==> src/dlvi_cfg.svh <==
// Constants of the dual link video input: word layout and line timing
`ifndef DLVI_CFG_SVH
`define DLVI_CFG_SVH

// Each link word: four data pairs of seven bits, already deserialised
`define DLVI_LINK_W 28
`define DLVI_BLUE_LSB 0
`define DLVI_GREEN_LSB 8
`define DLVI_RED_LSB 16
`define DLVI_QUAL_BIT 24
`define DLVI_COMP_W 8

// Line and frame timing in link clock periods and lines
`define DLVI_ACTIVE_CLKS 960
`define DLVI_ACTIVE_LINES 1080
`define DLVI_HBLANK_MIN 74
`define DLVI_HBLANK_MAX 140
`define DLVI_LINE_PERIOD_MAX 1100

// Fifo depth in pixel pairs
`define DLVI_FIFO_DEPTH 8

`endif

==> src/dlvi_pkg.sv <==
// Types shared by the dual link video input
`default_nettype none
package dlvi_pkg;
  // Framing state: between active lines or inside one
  typedef enum logic [0:0] {ST_GAP, ST_LINE} dlvi_state_t;
  typedef logic [23:0] dlvi_rgb_t;
  typedef logic [10:0] dlvi_pos_t;
endpackage : dlvi_pkg
`default_nettype wire

==> src/dlvi_rx.sv <==
// Dual link video input: link sampling, framing, pixel pairing and fifo
//
// Operation
// - Lines and frames are framed only by the active video qualifier.
// - Pixels are placed left to right, top to bottom, as red, green, blue.
// - Each colour is eight bits with bit 7 the most significant.
// - Video comes on an odd and an even link, each with its own clock.
`timescale 1ns/1ps
`include "dlvi_cfg.svh"
`default_nettype none

module dlvi_fifo #(
  parameter int WIDTH = 71,
  parameter int DEPTH = `DLVI_FIFO_DEPTH
) (
  input wire logic clk_i,
  input wire logic rst_n_i,
  input wire logic in_valid_i,
  output logic in_ready_o,
  input wire logic [WIDTH-1:0] in_data_i,
  output logic out_valid_o,
  input wire logic out_ready_i,
  output logic [WIDTH-1:0] out_data_o
);
  localparam int AW = $clog2(DEPTH);
  logic [WIDTH-1:0] mem [DEPTH];
  logic [AW-1:0] wr_ptr;
  logic [AW-1:0] rd_ptr;
  logic [AW:0] count;
  logic [AW-1:0] next_wr_ptr;
  logic [AW-1:0] next_rd_ptr;
  logic [AW:0] next_count;
  logic push;
  logic pop;

  // Honest flags straight from the fill count
  assign in_ready_o = (count != DEPTH[AW:0]);
  assign out_valid_o = (count != '0);
  assign out_data_o = mem[rd_ptr];
  assign push = in_valid_i && in_ready_o;
  assign pop = out_valid_o && out_ready_i;

  // Pointer and count updates
  always_comb begin
    next_wr_ptr = wr_ptr;
    next_rd_ptr = rd_ptr;
    next_count = count;
    if (push) begin
      next_wr_ptr = (wr_ptr == AW'(DEPTH - 1)) ? '0 : wr_ptr + 1'b1;
    end
    if (pop) begin
      next_rd_ptr = (rd_ptr == AW'(DEPTH - 1)) ? '0 : rd_ptr + 1'b1;
    end
    if (push && !pop) begin
      next_count = count + 1'b1;
    end else if (pop && !push) begin
      next_count = count - 1'b1;
    end
  end

  always_ff @(posedge clk_i or negedge rst_n_i) begin
    if (!rst_n_i) begin
      wr_ptr <= '0;
      rd_ptr <= '0;
      count <= '0;
    end else begin
      wr_ptr <= next_wr_ptr;
      rd_ptr <= next_rd_ptr;
      count <= next_count;
    end
  end

  // Storage needs no reset; count guards every read
  always_ff @(posedge clk_i) begin
    if (push) begin
      mem[wr_ptr] <= in_data_i;
    end
  end
endmodule : dlvi_fifo

module dlvi_rx #(
  parameter int FIFO_DEPTH = `DLVI_FIFO_DEPTH
) (
  input wire logic CLK_SYS_I,
  input wire logic RSTN_I,
  input wire logic ODD_LINK_CLK_I,
  input wire logic [`DLVI_LINK_W-1:0] ODD_LINK_DATA_I,
  input wire logic EVEN_LINK_CLK_I,
  input wire logic [`DLVI_LINK_W-1:0] EVEN_LINK_DATA_I,
  input wire logic PIX_READY_I,
  output logic PIX_VALID_O,
  output logic [23:0] PIX_ODD_RGB_O,
  output logic [23:0] PIX_EVEN_RGB_O,
  output logic [10:0] PIX_COL_O,
  output logic [10:0] PIX_ROW_O,
  output logic PIX_SOF_O,
  output logic LINE_ERR_O,
  output logic OVERFLOW_O
);
  localparam int FW = 71;
  localparam int LW = `DLVI_LINK_W;

  logic [1:0] rst_sync;
  logic rst_n;
  logic [2:0] odd_clk_s;
  logic [2:0] even_clk_s;
  logic [LW-1:0] odd_d0;
  logic [LW-1:0] odd_d1;
  logic [LW-1:0] even_d0;
  logic [LW-1:0] even_d1;
  logic odd_edge;
  logic even_edge;
  logic qual;

  dlvi_pkg::dlvi_state_t state;
  dlvi_pkg::dlvi_state_t next_state;
  logic [10:0] act_cnt;
  logic [10:0] next_act_cnt;
  logic [11:0] gap_cnt;
  logic [11:0] next_gap_cnt;
  dlvi_pkg::dlvi_pos_t row;
  dlvi_pkg::dlvi_pos_t next_row;
  logic top_pend;
  logic next_top_pend;
  dlvi_pkg::dlvi_rgb_t even_hold;
  dlvi_pkg::dlvi_rgb_t next_even_hold;
  logic push_valid;
  logic next_push_valid;
  logic [FW-1:0] push_data;
  logic [FW-1:0] next_push_data;
  logic line_err;
  logic next_line_err;
  logic overflow;
  logic next_overflow;
  logic fifo_ready;
  logic [FW-1:0] pop_data;

  // Pull one pixel out of a link word, colours as red, green, blue
  function automatic dlvi_pkg::dlvi_rgb_t link_rgb(
    input logic [LW-1:0] w
  );
    link_rgb = {w[`DLVI_RED_LSB +: `DLVI_COMP_W],
                w[`DLVI_GREEN_LSB +: `DLVI_COMP_W],
                w[`DLVI_BLUE_LSB +: `DLVI_COMP_W]};
  endfunction : link_rgb

  // Reset release through two flops
  always_ff @(posedge CLK_SYS_I or negedge RSTN_I) begin
    if (!RSTN_I) begin
      rst_sync <= 2'h0;
    end else begin
      rst_sync <= {rst_sync[0], 1'b1};
    end
  end
  assign rst_n = rst_sync[1];

  // Both link clocks and words cross through two flops; data delay matches
  always_ff @(posedge CLK_SYS_I or negedge rst_n) begin
    if (!rst_n) begin
      odd_clk_s <= 3'h0;
      even_clk_s <= 3'h0;
      odd_d0 <= '0;
      odd_d1 <= '0;
      even_d0 <= '0;
      even_d1 <= '0;
    end else begin
      odd_clk_s <= {odd_clk_s[1:0], ODD_LINK_CLK_I};
      even_clk_s <= {even_clk_s[1:0], EVEN_LINK_CLK_I};
      odd_d0 <= ODD_LINK_DATA_I;
      odd_d1 <= odd_d0;
      even_d0 <= EVEN_LINK_DATA_I;
      even_d1 <= even_d0;
    end
  end

  // Edges seen only from the second stage onward
  assign odd_edge = odd_clk_s[1] && !odd_clk_s[2];
  assign even_edge = even_clk_s[1] && !even_clk_s[2];
  assign qual = odd_d1[`DLVI_QUAL_BIT];

  // Framing from the qualifier alone; no sync inputs exist
  always_comb begin
    next_state = state;
    next_act_cnt = act_cnt;
    next_gap_cnt = gap_cnt;
    next_row = row;
    next_top_pend = top_pend;
    next_even_hold = even_hold;
    next_push_valid = 1'b0;
    next_push_data = push_data;
    next_line_err = 1'b0;
    next_overflow = overflow || (push_valid && !fifo_ready);
    if (even_edge) begin
      next_even_hold = link_rgb(even_d1);
    end
    if (odd_edge) begin
      unique case (state)
        dlvi_pkg::ST_LINE: begin
          if (qual) begin
            next_act_cnt = act_cnt + 11'h1;
            next_push_valid = 1'b1;
          end else begin
            next_state = dlvi_pkg::ST_GAP;
            next_gap_cnt = 12'h1;
            // A short or long line is flagged, not repaired
            next_line_err = (act_cnt != 11'(`DLVI_ACTIVE_CLKS));
          end
        end
        dlvi_pkg::ST_GAP: begin
          if (qual) begin
            next_state = dlvi_pkg::ST_LINE;
            next_act_cnt = 11'h1;
            next_push_valid = 1'b1;
            if (top_pend ||
                gap_cnt > 12'(`DLVI_LINE_PERIOD_MAX)) begin
              next_row = 11'h0;
              next_top_pend = 1'b0;
            end else begin
              next_row = (row == 11'h7ff) ? row : row + 11'h1;
              next_line_err = (gap_cnt < 12'(`DLVI_HBLANK_MIN)) ||
                              (gap_cnt > 12'(`DLVI_HBLANK_MAX));
            end
          end else if (gap_cnt != 12'hfff) begin
            next_gap_cnt = gap_cnt + 12'h1;
          end
        end
      endcase
      // Fresh even word wins over the held one when both edges coincide
      next_push_data = {link_rgb(odd_d1),
                        even_edge ? link_rgb(even_d1) : even_hold,
                        (state == dlvi_pkg::ST_GAP) ? 11'h0
                                                    : {act_cnt[9:0], 1'b0},
                        next_row,
                        (state == dlvi_pkg::ST_GAP) && (next_row == 11'h0)
                       };
    end
  end

  always_ff @(posedge CLK_SYS_I or negedge rst_n) begin
    if (!rst_n) begin
      state <= dlvi_pkg::ST_GAP;
      act_cnt <= 11'h0;
      gap_cnt <= 12'h0;
      row <= 11'h0;
      top_pend <= 1'b1;
      even_hold <= 24'h0;
      push_valid <= 1'b0;
      push_data <= '0;
      line_err <= 1'b0;
      overflow <= 1'b0;
    end else begin
      state <= next_state;
      act_cnt <= next_act_cnt;
      gap_cnt <= next_gap_cnt;
      row <= next_row;
      top_pend <= next_top_pend;
      even_hold <= next_even_hold;
      push_valid <= next_push_valid;
      push_data <= next_push_data;
      line_err <= next_line_err;
      overflow <= next_overflow;
    end
  end

  // The link cannot be stalled, so a full fifo drops the pair and says so
  dlvi_fifo #(.WIDTH(FW), .DEPTH(FIFO_DEPTH)) u_fifo (
    .clk_i(CLK_SYS_I),
    .rst_n_i(rst_n),
    .in_valid_i(push_valid),
    .in_ready_o(fifo_ready),
    .in_data_i(push_data),
    .out_valid_o(PIX_VALID_O),
    .out_ready_i(PIX_READY_I),
    .out_data_o(pop_data)
  );

  assign PIX_ODD_RGB_O = pop_data[70:47];
  assign PIX_EVEN_RGB_O = pop_data[46:23];
  assign PIX_COL_O = pop_data[22:12];
  assign PIX_ROW_O = pop_data[11:1];
  assign PIX_SOF_O = pop_data[0];
  assign LINE_ERR_O = line_err;
  assign OVERFLOW_O = overflow;
endmodule : dlvi_rx
`default_nettype wire

==> config.mk <==
export PLATFORM = sky130hd
export DESIGN_NAME = dlvi_rx
export DESIGN_NICKNAME = d
export VERILOG_FILES = /design/src/dlvi_pkg.sv /design/src/dlvi_rx.sv
export VERILOG_INCLUDE_DIRS = /design/src
export SDC_FILE = /design/constraint.sdc
export NUM_CORES = 1
export LEC_CHECK = 0
export BUFFER_PORTS_ARGS = -buffer_cell sky130_fd_sc_hd__buf_2
export CORE_AREA = 2 2 269 191
export CTS_CLUSTER_DIAMETER = 150
export DETAILED_ROUTE_END_ITERATION = 6
export DIE_AREA = 0 0 271 193
export GPL_TIMING_DRIVEN = 1
export PLACE_DENSITY = 0.74
export SYNTH_ARGS = -nofsm -noshare
export SYNTH_HDL_FRONTEND = slang
export SYNTH_SLANG_ARGS = --single-unit
==> constraint.sdc <==
create_clock -name CLK_SYS_I -period 12.1 [get_ports CLK_SYS_I]
set_input_delay 0 -clock CLK_SYS_I [delete_from_list [all_inputs] [get_ports CLK_SYS_I]]
set_output_delay 0 -clock CLK_SYS_I [all_outputs]
set_load 0.005 [all_outputs]
==> results of run 1 <==
[worst max-delay path by stage]
stage	cells after the start	end	from
2_1_floorplan	4	u_fifo.mem[0][0]	u_fifo.count[0]
3_3_place_gp	7	u_fifo.mem[5][2]	u_fifo.count[0]
3_5_place_dp	7	u_fifo.mem[7][28]	u_fifo.count[0]
4_1_cts	4	PIX_ROW_O[10]	u_fifo.rd_ptr[1]
5_1_grt	4	PIX_EVEN_RGB_O[12]	u_fifo.rd_ptr[1]
6_report	4	PIX_EVEN_RGB_O[3]	u_fifo.rd_ptr[1]
[cell type report]
class                           count  share of cell area
Sequential cell                   798               0.669
Multi-Input combinational cell    653               0.192
Clock buffer                       97              0.0584
Timing Repair Buffer              222              0.0459
Tap cell                          674              0.0248
Clock inverter                     37             0.00816
Inverter                           14             0.00154
[where the power goes]
group	switching, mW	internal [mW]
Sequential	0.254	3.14
Combinational	0.641	0.803
Clock	0.962	1.21
Total	1.86	5.15
[worst max-delay path, delay by kind of cell, from the launching register on]
kind / cells / cell delay, ns
buf+inv: 2 / 1.05
flops: 1 / 1.19
mux: 2 / 0.74
[stage by stage]
step	hold WS (ns)	total power, mW	cell area [sq um]
2_1_floorplan	-0.296	4.38	29600
3_3_place_gp	-0.215	4.86	31000
3_5_place_dp	-0.211	4.90	31000
4_1_cts	0.00120	7.09	34000
5_1_grt	0.0133	7.32	34000
6_report	0.0338	7.01	34000
[state kept, by name, summed over array words and instances, names as in the netlist, 4 cells and up]
register and cells:
push_data 60, odd_d1 25, even_d1 24, even_d0 24
u_fifo.count 4, even_hold 24, odd_d0 25, act_cnt 11
row 10, u_fifo.mem 560, gap_cnt 12
[layer usage]
metal	wire length, um	share of wire	up-vias	global-route usage
met1	24300	0.43	7688	0.321
met4	832	0.015	0	0.0495
met3	3140	0.055	74	0.0424
li1	-	-	6383	-
met2	28400	0.50	419	0.369
met5	0	0	-	0
[cells by family after synthesis]
logic type                 after synthesis
AOI/OAI and AO/OA                       70
xor gates and xnor gates                19
adders and majority gates               13
buffers and inverters                   83
DFF                                    798
muxes                                  240
other                                    2
and+or+nand+nor                        309
[placed cells by master (no fill, tap or decap), types with 5 or more instances in the layout]
cell type	netlist	routed
sky130_fd_sc_hd__mux2_2	98	98
sky130_fd_sc_hd__clkbuf_8	0	7
sky130_fd_sc_hd__clkbuf_16	0	73
sky130_fd_sc_hd__o21ai_1	8	8
sky130_fd_sc_hd__dlygate4sd3_1	0	74
sky130_fd_sc_hd__buf_4	2	20
sky130_fd_sc_hd__buf_2	22	126
sky130_fd_sc_hd__dfrtp_1	237	233
sky130_fd_sc_hd__o21ai_0	20	20
sky130_fd_sc_hd__nor3_2	1	5
sky130_fd_sc_hd__xnor2_1	15	15
sky130_fd_sc_hd__edfxtp_1	560	560
sky130_fd_sc_hd__mux4_2	140	140
sky130_fd_sc_hd__clkinv_1	0	7
sky130_fd_sc_hd__nand2_1	195	195
sky130_fd_sc_hd__clkinv_2	0	20
sky130_fd_sc_hd__ha_1	12	12
sky130_fd_sc_hd__nand2b_1	7	6
sky130_fd_sc_hd__nor4_1	8	7
sky130_fd_sc_hd__nor3_1	24	20
sky130_fd_sc_hd__clkbuf_1	32	17
sky130_fd_sc_hd__nor2_1	31	28
sky130_fd_sc_hd__inv_1	13	13
sky130_fd_sc_hd__a21oi_1	8	8
sky130_fd_sc_hd__o31ai_1	5	5
sky130_fd_sc_hd__nand3_1	12	12
==> results by stage, run 1 <==
Global route:
- The initial antenna violation count came to 0.
- The remaining global-route overflow is 0.
- Entering global routing, the biggest net connects about 120 pins.
- The via count of the first global-routing pass is approximately 15k.
- The overall global routing resource usage is 0.225.
- The first global-routing pass estimated a little under 90,000 um of wire.

Critical path:
- The biggest cell delay along the critical path is between 1 and 1.5 ns.
- The startpoint-to-endpoint class of the critical path is flip-flop to primary output.
- The worst setup path is launched from a flip-flop.
- The worst-path maximum fanout is 74.
- Walking the worst path, the cells encountered are buf_4 > mux4_2 > mux2_2 > buf_2.
- The worst setup path is captured at a primary output.
- The endpoint of the worst register-to-register path is u_fifo.mem[7][8].
- Data on the critical path arrives at its endpoint at ~3.7 ns.
- At the worst endpoint, the required time is 12.10 ns.
- On the critical path, the stage with the largest delay is an instance of sky130_fd_sc_hd__dfrtp_4.
- The worst setup slack for register-to-register paths is 8.80 ns.
- The depth of the most critical reg-to-reg path is 7.
- The launch instance of the worst register-to-register path is u_fifo.count[0].

Run:
- The tool flagged a number of max-cap violations equal to 0.

Timing:
- The maximum clock frequency is between 200 and 300 MHz.
- The sum of negative setup slack is 0 ns.
- The number of setup violations in the final report is 0.
- The max-slew violation count is 0.
- Clock skew on the completed layout was measured at between 0.015 and 0.02 ns.
- The final critical-path share of the clock period is 0.308.
- The count of endpoints failing hold in the final timing report is 0.
- In the post-route analysis, the smallest setup slack over all paths is around 8.4 ns.
- Setup repair after global routing left no endpoint under its margin.
- The worst path in the final design needs a cycle of 3.73 ns, including I/O delays and setup.
- The slew at the pin closest to its max-slew limit is 1.19 ns.
- Measured against its own limit, the worst slew margin works out to 0.207.

Synthesis:
- The fraction of synthesized area in multiplexers is 0.144.
- By area, the combinational part of the netlist is dominated by multiplexers.
- Summed over all instances, the cell type with the most area after synthesis is sky130_fd_sc_hd__edfxtp_1.
- The total standard cell area after synthesis is 29,600 sq um.
- Synthesis produced a netlist whose cell count is approximately 1.5k.
- The share of flip-flops with an asynchronous set or reset after synthesis is 0.298.
- In the synthesized netlist, the cells that appear most often are sky130_fd_sc_hd__edfxtp_1 (560), sky130_fd_sc_hd__dfrtp_1 (237), sky130_fd_sc_hd__nand2_1 (195), sky130_fd_sc_hd__mux4_2 (140), sky130_fd_sc_hd__mux2_2 (98).
- After synthesis, the cell types taking the most area are sky130_fd_sc_hd__edfxtp_1 (57%), sky130_fd_sc_hd__dfrtp_1 (20%), sky130_fd_sc_hd__mux4_2 (11%).
- The fraction of the mapped netlist area in compound gates is 0.0164.
- The post-synthesis area per instance is between 15 and 20 sq um.
- The sequential cell area fraction in the yosys report is 0.769.
- The number of different library cells used by synthesis comes to 64.
- Of the total synthesized cell area, the portion taken by AND, OR, NAND and NOR gates is 0.0462.
- The yosys synthesis warning count is 0.
- The number of nets in the synthesized netlist is between 1.5k and 2k.
- The number of flops mapped to enable cells by yosys is 560.
- The adder-cell share of the synthesized area is 0.00575.
- The synthesized design contains around 800 register bits.
- The share of the synthesized area in the top cell type is 0.568.
- Of the total synthesized cell area, the portion taken by XOR and XNOR cells is 0.00562.
- The top flip-flop cell by instance count after synthesis is sky130_fd_sc_hd__edfxtp_1.
- By instance count, the leading cell after synthesis is sky130_fd_sc_hd__edfxtp_1.

Detailed routing:
- The detailed-router iteration count before antenna repair is 5.
- The via total after detailed routing is between 10k and 15k.
- Dividing the detail-routed via count by the number of cells gives a little under 6.
- The detail-routed net length per standard cell is around 23 um.
- The residual DRC count is 0.
- The detailed router finished its first iteration with approximately 1.5k violations.
- The number of nets with antenna violations after routing is 0.
- The total wire length after detailed routing is roughly 57,000 um.

Placement:
- The worst slack at placement is roughly 8.8 ns.
- Detailed placement ended at an HPWL of roughly 28,000 um.
- Counting tap cells, the placed design contains a total of roughly 2.3k instances.
- The total of buffers placed on input and output ports is approximately 130.
- The congestion estimate from routability-driven global placement came to about 0.8.

Cells and area:
- The count of placed standard cells in the final layout, fillers left out is around 2.5k.
- The number of fill cells is 3,144.
- From synthesis to final layout, the design area changed by 15.0%.
- The final net count is roughly 1.8k.
- The number of diodes added for antenna fixing is 0.
- The area occupied by multi-input gates is 6540 sq um.
- In the final layout, flip-flops and latches occupy 22,800 sq um.
- Of the cells placed in the final design, the portion with a size suffix greater than 1 is 0.287.
- The post-layout utilization of the core is 0.681.

Die:
- The die boundary width is 271 um.
- The row count is between 60 and 70.
- After floorplanning, the core was sized to cover between 40,000 and 50,000 sq um.
- The floorplan step defined a die boundary enclosing around 52,000 sq um.
- The chip height is 193 um.
- The number of top-level design ports is approximately 140.
- For this configuration, the core starts out at a cell density of 0.592.

Clocking:
- The tree built by TritonCTS fans out to 798 sinks.
- The number of CTS-inserted buffers is a little over 70.
- The number of hold buffers added after CTS is between 70 and 80.
- The clock passes through at most 3 buffers.
- The tree is rooted in a sky130_fd_sc_hd__clkbuf_16.
- TritonCTS built the clock tree.
- Clock latency on the worst-skew pair, taken at its later pin, is 0.61 ns.
- Clock-pin slew was measured on the worst setup and hold paths at approximately 0.060 ns.
- The clock tree synthesis step divided the H-tree into 3 levels.
- The post-cts repair resize count is 0.
- After clock tree synthesis, the setup repair step added 0 buffers.

Hold path:
- The worst hold-check path type is primary input to flip-flop.
- Counting instances, the worst hold path has a depth of 2.
- In this run the most critical hold path is launched from ODD_LINK_DATA_I[12].
- For hold timing, the worst endpoint is odd_d0[12].

Power and ir drop:
- The leakage power total is between 10 and 15 nW.
- In this run the power density over the cells is 206 nW/um^2.
- The worst-case IR drop observed on VDD is roughly 0.14 mV.

Run status:
- The run finished with clean final reports.
(Power assumes the default switching activity.)
==> inputs of run 2 (changes only) <==
==> constraint.sdc (replaced) <==
create_clock -name CLK_SYS_I -period 3.45 [get_ports CLK_SYS_I]
set_input_delay 0 -clock CLK_SYS_I [delete_from_list [all_inputs] [get_ports CLK_SYS_I]]
set_output_delay 0 -clock CLK_SYS_I [all_outputs]
set_load 0.005 [all_outputs]
==> run 2 against run 1 <==
Compared with the run above: utilization is 1.0 points higher; sequential cell count stayed put; hold slack worse by 0.0047 ns; combinational power grew to 3.7 times the previous value; non-clock buffer count is 19 higher; final area is 1.5% higher; sequential share of layout area is 1.0 points lower; via count is 0.90% higher; final cell count is 0.80% higher; critical path type unchanged; largest cell class unchanged.
==> results by stage, run 2 (same netlist as run 1, synthesis figures left out) <==
Timing:
- The tightest slew margin relative to the limit was 0.318 (+0.111).
- Setup repair after global routing left no endpoint under its margin.
- The shortest clock period the worst path allows after layout is just under 3 ns.
- The clock skew came to 0.0161 ns (-0.000556 ns).
- The count of endpoints failing hold in the final timing report came to 0 (unchanged).
- Dividing the final minimum period by the clock period gives 0.845.
- The slew at the pin closest to its max-slew limit is 1.02 ns (-0.170 ns).
- The max-slew violation count is 0 (unchanged).
- Based on the critical path, the design can be clocked at up to between 300 and 400 MHz.
- The number of setup violations in the final report is 0 (unchanged).
- The sum of negative setup slack came to 0 ns (unchanged).

Critical path:
- The worst-path maximum fanout is 64 (-14%).
- The cell family with the largest share of critical-path delay is multiplexers.
- The worst path buffer plus inverter count was 2 (unchanged).
- The critical path goes through buf_12 > mux4_2 > mux2_2 > buf_2.
- The required arrival time at the worst endpoint is 3.45 ns (-8.65 ns).
- The depth of the most critical reg-to-reg path is 13 (+6).
- The number of cells on the critical path is 4 (unchanged).
- The category of the worst setup path capture point is a primary output.
- The critical path is of the flip-flop to primary output type.
- The data arrival time of the critical path is 2.91 ns (-0.82 ns).
- In this run the critical register-to-register path is launched from u_fifo.count[0].
- Tracing the worst setup path back leads to its startpoint at u_fifo.rd_ptr[0].
- The element type at the critical path start is a flip-flop.
- The biggest cell delay along the critical path was 0.68 ns (-0.51 ns).
- The cell at the slowest stage of the critical path is sky130_fd_sc_hd__dfrtp_4.

Clocking:
- The total clock sinks was 798 (unchanged).
- The clock-pin slew on the worst setup and hold paths was 0.06 ns (about the same).
- The buffers inserted during post-CTS setup optimization is 0 (unchanged).
- The post-cts repair resize count is 0 (unchanged).
- The cell sitting at the root of the clock tree is a sky130_fd_sc_hd__clkbuf_16.
- The number of CTS-inserted buffers was 73 (+1.4%).
- The depth of the CTS H-tree is 3 (unchanged).
- The number of hold buffers added after CTS is 82 (+11%).
- The clock latency on the worst-skew pair is 0.62 ns (about the same).
- The TritonCTS clock tree is yes.
- The maximum buffer depth of the clock tree is 3 (unchanged).

Hold path:
- The hold path depth is 2 (unchanged).
- The worst hold-check path type is primary input to flip-flop.
- In this run the most critical hold path is launched from ODD_LINK_DATA_I[9].

Cells and area:
- The ratio of cells with drive above 1 in the final layout was 0.291 (+0.00394).
- The final net count is 1,855 (+1.1%).
- The area growth from synthesis to layout is 16.8%.
- The number of fill cells is 3,066 (-2.5%).
- The register with the highest flop count is u_fifo.mem.
- The count of placed standard cells in the final layout, fillers left out is 2,515 (+0.80%).
- The number of diodes added for antenna fixing is 0 (unchanged).
- The post-layout utilization of the core is 0.692 (+0.0104).
- The largest registers in the layout are u_fifo.mem (560), push_data (60).
- The flip-flop count of the largest register after layout is 560 (unchanged).
- The most common library cell in the layout ignoring fill and taps is sky130_fd_sc_hd__edfxtp_1.
- The top cell types in the final layout, fill and taps aside, are sky130_fd_sc_hd__edfxtp_1 (560), sky130_fd_sc_hd__dfrtp_1 (233), sky130_fd_sc_hd__nand2_1 (195).

Detailed routing:
- The number of nets with antenna violations after routing is 0 (unchanged).
- The total wire length after detailed routing was 58,200 um (+2.6%).
- The residual DRC count is 0 (unchanged).
- The detailed-router iteration count before antenna repair is 5 (unchanged).
- The detail-routed net length per standard cell was 23.2 um (+1.8%).
- The via-per-instance ratio came to 5.84 (about the same).
- The via total after detailed routing was 14.7k (+0.90%).
- The detailed router's first-iteration violation count was 1,353 (-7.2%).

Global route:
- The via count of the first global-routing pass is 15.1k (+2.0%).
- The initial antenna violation count was 1 (+1).
- The overall global routing resource usage came to 0.231 (+0.00606).
- The pin count of the biggest net entering global routing came to 83 (-31%).
- The remaining global-route overflow is 0 (unchanged).
- The wire length of the first global-routing pass is 89,900 um (+2.6%).

Placement:
- The placed instance count is 2,298 (+0.48%).
- The placed wire-length estimate is 29,200 um (+3.8%).
- The total of buffers placed on input and output ports is 126 (unchanged).
- The final weighted congestion of routability-driven global placement is 0.793 (+1.5%).

Die:
- The row count is 69 (unchanged).
- The placeable core region is 50,000 sq um (unchanged).
- The die boundary width is 271 um (unchanged).
- The chip height is 193 um (unchanged).
- The number of top-level design ports was 135 (unchanged).
- The starting density of the core is 0.592 (unchanged).
- The die area is 52,300 sq um (unchanged).

Run:
- The max-capacitance violation count is 0 (unchanged).

Run status:
- The run finished with clean final reports.

Power and ir drop:
- The leakage power total was 12.7 nW (+1.8%).
- The sum of internal, switching and leakage power is 25.2 mW (+260%).
- The total power per unit cell area is 730 nW/um^2 (+250%).
- The worst-case vdd ir drop is 0.500 mV (+250%).
==> run 2: cell count changes in the layout (fill, tap and decap cells not counted), sizes merged <==
cell | previous run | this run
clkinvlp | 1 | 0
inv | 18 | 17
clkinv | 30 | 28
bufinv | 2 | 6
buf | 148 | 159
clkbuf | 97 | 98
dlygate4sd3 | 74 | 82
==> run 2: metrics by stage <==
step / setup slack [ns] / hold WS [ns] / cell area (sq um)
final: 0.535 / 0.0291 / 34600
after global placement: 0.826 / -0.214 / 31300
after floorplan: -1.04 / -0.296 / 29600
after detailed placement: 0.840 / -0.212 / 31300
after global routing: 0.346 / 0.00606 / 34600
after CTS: 0.440 / 0.0000457 / 34600
==> run 2: area by class of cell <==
cell class              instances  area [sq um]  share of cell area
clock inverters                37           368              0.0106
repair buffers                241          1890              0.0546
inverters                      14          52.6             0.00152
well taps                     674           843              0.0244
clock buffers                  98          2050              0.0594
flip-flops and latches        798         22800               0.659
multi-input cells             653          6580               0.190
==> run 2: report_power, final <==
part	switching [mW]	total (mW)	internal, mW	leakage [nW]
clock network	3.45	8.11	4.66	1.20
registers	0.802	11.8	11.0	8.03
logic	2.41	5.32	2.91	3.42
==> run 2: per-layer routing <==
metal | part of all wire | GRT usage
met1 | 0.43 | 0.330
met2 | 0.49 | 0.376
met3 | 0.056 | 0.0416
met4 | 0.017 | 0.0599
met5 | 0 | 0
==> run 2: final timing paths <==
check,endpoint,slack [ns]
worst min-delay path,odd_d0[9],0.03
worst min register to register,odd_d1[24],0.34
worst max register to register,u_fifo.count[3],0.79
worst max-delay path,PIX_EVEN_RGB_O[4],0.54
min in group asynchronous,rst_sync[1],0.23
max in group asynchronous,push_data[24],2.15
==> inputs of run 3 (changes only) <==
==> constraint.sdc (replaced) <==
create_clock -name CLK_SYS_I -period 3.05 [get_ports CLK_SYS_I]
set_input_delay 0 -clock CLK_SYS_I [delete_from_list [all_inputs] [get_ports CLK_SYS_I]]
set_output_delay 0 -clock CLK_SYS_I [all_outputs]
set_load 0.005 [all_outputs]
==> run 3 against run 2 <==
Compared with the run above: hold slack worse by 0.0081 ns; routed wire length fell by 0.47%; sequential share of layout area increased by 0.055 points; sequential power up 14%; combinational power rose by 14%; register-to-register slack got worse by 0.27 ns; non-clock buffer count up 4; clock-buffer cell count is 7 higher; die area is the same; worst setup slack got worse by 0.23 ns; sequential cell count did not move.
==> results by stage, run 3 (same netlist as run 1, synthesis figures left out) <==
Critical path:
- The startpoint-to-endpoint class of the critical path is flip-flop to primary output.
- The depth of the most critical reg-to-reg path is 12 (-1).
- The worst setup path is captured at a primary output.
- The data arrival time of the critical path is 2.75 ns (-0.16 ns).
- The required arrival time at the worst endpoint was 3.05 ns (-0.40 ns).
- The start point of the critical path is u_fifo.rd_ptr[0].
- The signal on the critical path passes through buf_4 > mux4_2 > mux2_2 > buf_2.
- The worst path buffer plus inverter count is 2 (unchanged).
- The startpoint identified for the worst register-to-register timing path is u_fifo.count[1].
- The cell at the slowest stage of the critical path is sky130_fd_sc_hd__dfrtp_4.
- The biggest cell delay along the critical path is 0.74 ns (+0.06 ns).
- Among cell families on the critical path, the largest total delay comes from multiplexers.
- In this run the critical register-to-register path is captured at u_fifo.count[3].
- The worst setup slack for register-to-register paths is 0.52 ns (-0.27 ns).
- The element type at the critical path start is a flip-flop.
- The worst-path maximum fanout came to 22 (-66%).

Timing:
- The worst path needs about 2.7 ns of the cycle, external delays included.
- The clock skew is 0.0185 ns (+0.00236 ns).
- The final critical-path share of the clock period is 0.901.
- The max-slew violation count is 0 (unchanged).
- Setup repair after global routing left no endpoint under its margin.
- The count of endpoints failing hold in the final timing report is 0 (unchanged).
- Based on the critical path, the design can be clocked at up to 364 MHz.
- The tightest slew margin relative to the limit was 0.387 (+0.0691).
- The slew at the pin closest to its max-slew limit is 0.919 ns (-0.100 ns).
- The number of setup violations in the final report is 0 (unchanged).

Cells and area:
- The number of diodes added for antenna fixing is 0 (unchanged).
- The final net count is 1,858 (+0.16%).
- The largest registers in the layout are u_fifo.mem (560), push_data (60).
- The ratio of cells with drive above 1 in the final layout is 0.300 (+0.00853).
- The post-layout utilization of the core is 0.691 (about the same).
- The area growth from synthesis to layout is 16.7% (about the same).
- The register with the highest flop count is u_fifo.mem.
- The count of placed standard cells in the final layout, fillers left out is 2,516 (+0.040%).
- The post-route standard cell area excluding fillers is 34,500 sq um (about the same).
- The library cells used most frequently in the layout, excluding fill and tap cells, are sky130_fd_sc_hd__edfxtp_1 (560), sky130_fd_sc_hd__dfrtp_1 (233), sky130_fd_sc_hd__nand2_1 (193).
- The most common library cell in the layout ignoring fill and taps is sky130_fd_sc_hd__edfxtp_1.
- The flip-flop count of the largest register after layout is 560 (unchanged).

Power and ir drop:
- The worst-case vdd ir drop is 0.525 mV (+5.0%).
- The total power per unit cell area is 824 nW/um^2 (+13%).
- The sum of internal, switching and leakage power is 28.4 mW (+13%).
- The leakage power total came to 12.7 nW (about the same).

Detailed routing:
- The total wire length after detailed routing is 58,000 um (-0.47%).
- The detailed-router iteration count before antenna repair is 5 (unchanged).
- The number of nets with antenna violations after routing was 0 (unchanged).
- The detailed router's first-iteration violation count is 1,411 (+4.3%).
- The via total after detailed routing came to 14.6k (-0.39%).
- The via-per-instance ratio came to 5.82 (-0.43%).
- The detail-routed net length per standard cell came to 23.0 um (-0.51%).
- The residual DRC count is 0 (unchanged).

Global route:
- The overall global routing resource usage was 0.227 (-0.00403).
- The pin count of the biggest net entering global routing came to 65 (-22%).
- The via count of the first global-routing pass came to 14.9k (-0.87%).
- The remaining global-route overflow is 0 (unchanged).
- The wire length of the first global-routing pass is 88,200 um (-1.9%).
- The initial antenna violation count is 1 (unchanged).

Die:
- The chip height is 193 um (unchanged).
- The row count is 69 (unchanged).
- The number of top-level design ports was 135 (unchanged).
- The placeable core region was 50,000 sq um (unchanged).
- The starting density of the core came to 0.592 (unchanged).
- The die area is 52,300 sq um (unchanged).
- The die boundary width is 271 um (unchanged).

Run:
- The max-capacitance violation count is 0 (unchanged).

Clocking:
- The maximum buffer depth of the clock tree is 3 (unchanged).
- The TritonCTS clock tree is yes.
- The total clock sinks is 798 (unchanged).
- The depth of the CTS H-tree came to 3 (unchanged).
- The clock latency on the worst-skew pair is 0.61 ns (about the same).
- The number of CTS-inserted buffers is 72 (-1.4%).
- The clock-pin slew on the worst setup and hold paths is 0.06 ns (about the same).
- The buffers inserted during post-CTS setup optimization came to 0 (unchanged).
- The tree is rooted in a sky130_fd_sc_hd__clkbuf_16.

Hold path:
- The tightest min-delay check is of the primary input to flip-flop type.
- The endpoint of the worst hold-timing path is even_d0[14].
- The hold path depth is 2 (unchanged).
- In this run the most critical hold path is launched from EVEN_LINK_DATA_I[14].

Placement:
- The placed wire-length estimate is 30,700 um (+5.0%).
- The final weighted congestion of routability-driven global placement came to 0.793 (about the same).
- The placed instance area is 31,500 sq um (+0.43%).
- The placed instance count is 2,311 (+0.57%).
- The total of buffers placed on input and output ports is 126 (unchanged).

Run status:
- The flow ran to the end, and the final reports show no timing, DRC or antenna violations.
-- run 3: changes by cell type in the layout (fill, tap and decap cells not counted), sizes merged --
cell	delta
buf	+13
dlygate4sd3	-9
inv	+1
clkinvlp	+1
clkinv	-8
clkbuf	+7
bufinv	-4
-- run 3: worst reg2reg max path, delay by kind of cell, from the launching register on --
| kind | cells | cell delay (ns) |
|---|---|---|
| DFF | 1 | 0.43 |
| buffers and inverters | 2 | 0.26 |
| adders and majority gates | 2 | 0.47 |
| and+or+nand+nor | 4 | 0.65 |
| AOI/OAI and AO/OA | 2 | 0.33 |
| xor gates and xnor gates | 2 | 0.28 |
-- run 3: where the power goes --
group	internal, mW	total [mW]	switching, mW	leakage (nW)
registers	12.5	13.4	0.971	8.03
clock network	5.09	8.93	3.84	1.17
logic	3.39	6.09	2.70	3.47
total	20.9	28.4	7.51	12.7
-- run 3: what timing repair did --
action	4_1_cts	5_1_grt
resized for setup	0	0
hold buffers	73	0
endpoints found under the hold margin	56	0
-- run 3: final cells by class --
type / instances / area, sq um
fillers: 3115 / 15400
clock buffers: 105 / 2150
repair buffers: 245 / 1920
well taps: 674 / 843
inverters: 14 / 52.6
flip-flops and latches: 798 / 22800
clock inverters: 27 / 195
multi-input cells: 653 / 6590
-- run 3: per-stage QoR --
| stage | setup WS (ns) | TNS (ns) | hold WS (ns) |
|---|---|---|---|
| 2_1_floorplan | -0.833 | -226.43 | -0.296 |
| 3_3_place_gp | 0.535 | 0 | -0.214 |
| 3_5_place_dp | 0.513 | 0 | -0.212 |
| 4_1_cts | 0.215 | 0 | 0.000625 |
| 5_1_grt | 0.128 | 0 | 0.00273 |
| 6_report | 0.303 | 0 | 0.0209 |
-- run 3: worst max-delay path by stage --
stage                             endpoint  depth (start not counted)  slack (ns)
after floorplan           u_fifo.mem[6][0]                          4       -0.83
after global placement     u_fifo.count[3]                         12        0.54
after detailed placement   u_fifo.count[3]                         12        0.51
after CTS                    PIX_ROW_O[10]                          4        0.21
after global routing         PIX_ROW_O[10]                          4        0.13
final                        PIX_ROW_O[10]                          4        0.30
-- run 3: metal layers --
layer | vias to the layer above | track usage | wire (um) | share of wire
li1 | 6420 | - | - | -
met1 | 7717 | 0.332 | 25600 | 0.44
met2 | 418 | 0.360 | 28000 | 0.48
met3 | 83 | 0.0427 | 3340 | 0.058
met4 | 0 | 0.0582 | 1030 | 0.018
met5 | - | 0 | 0 | 0
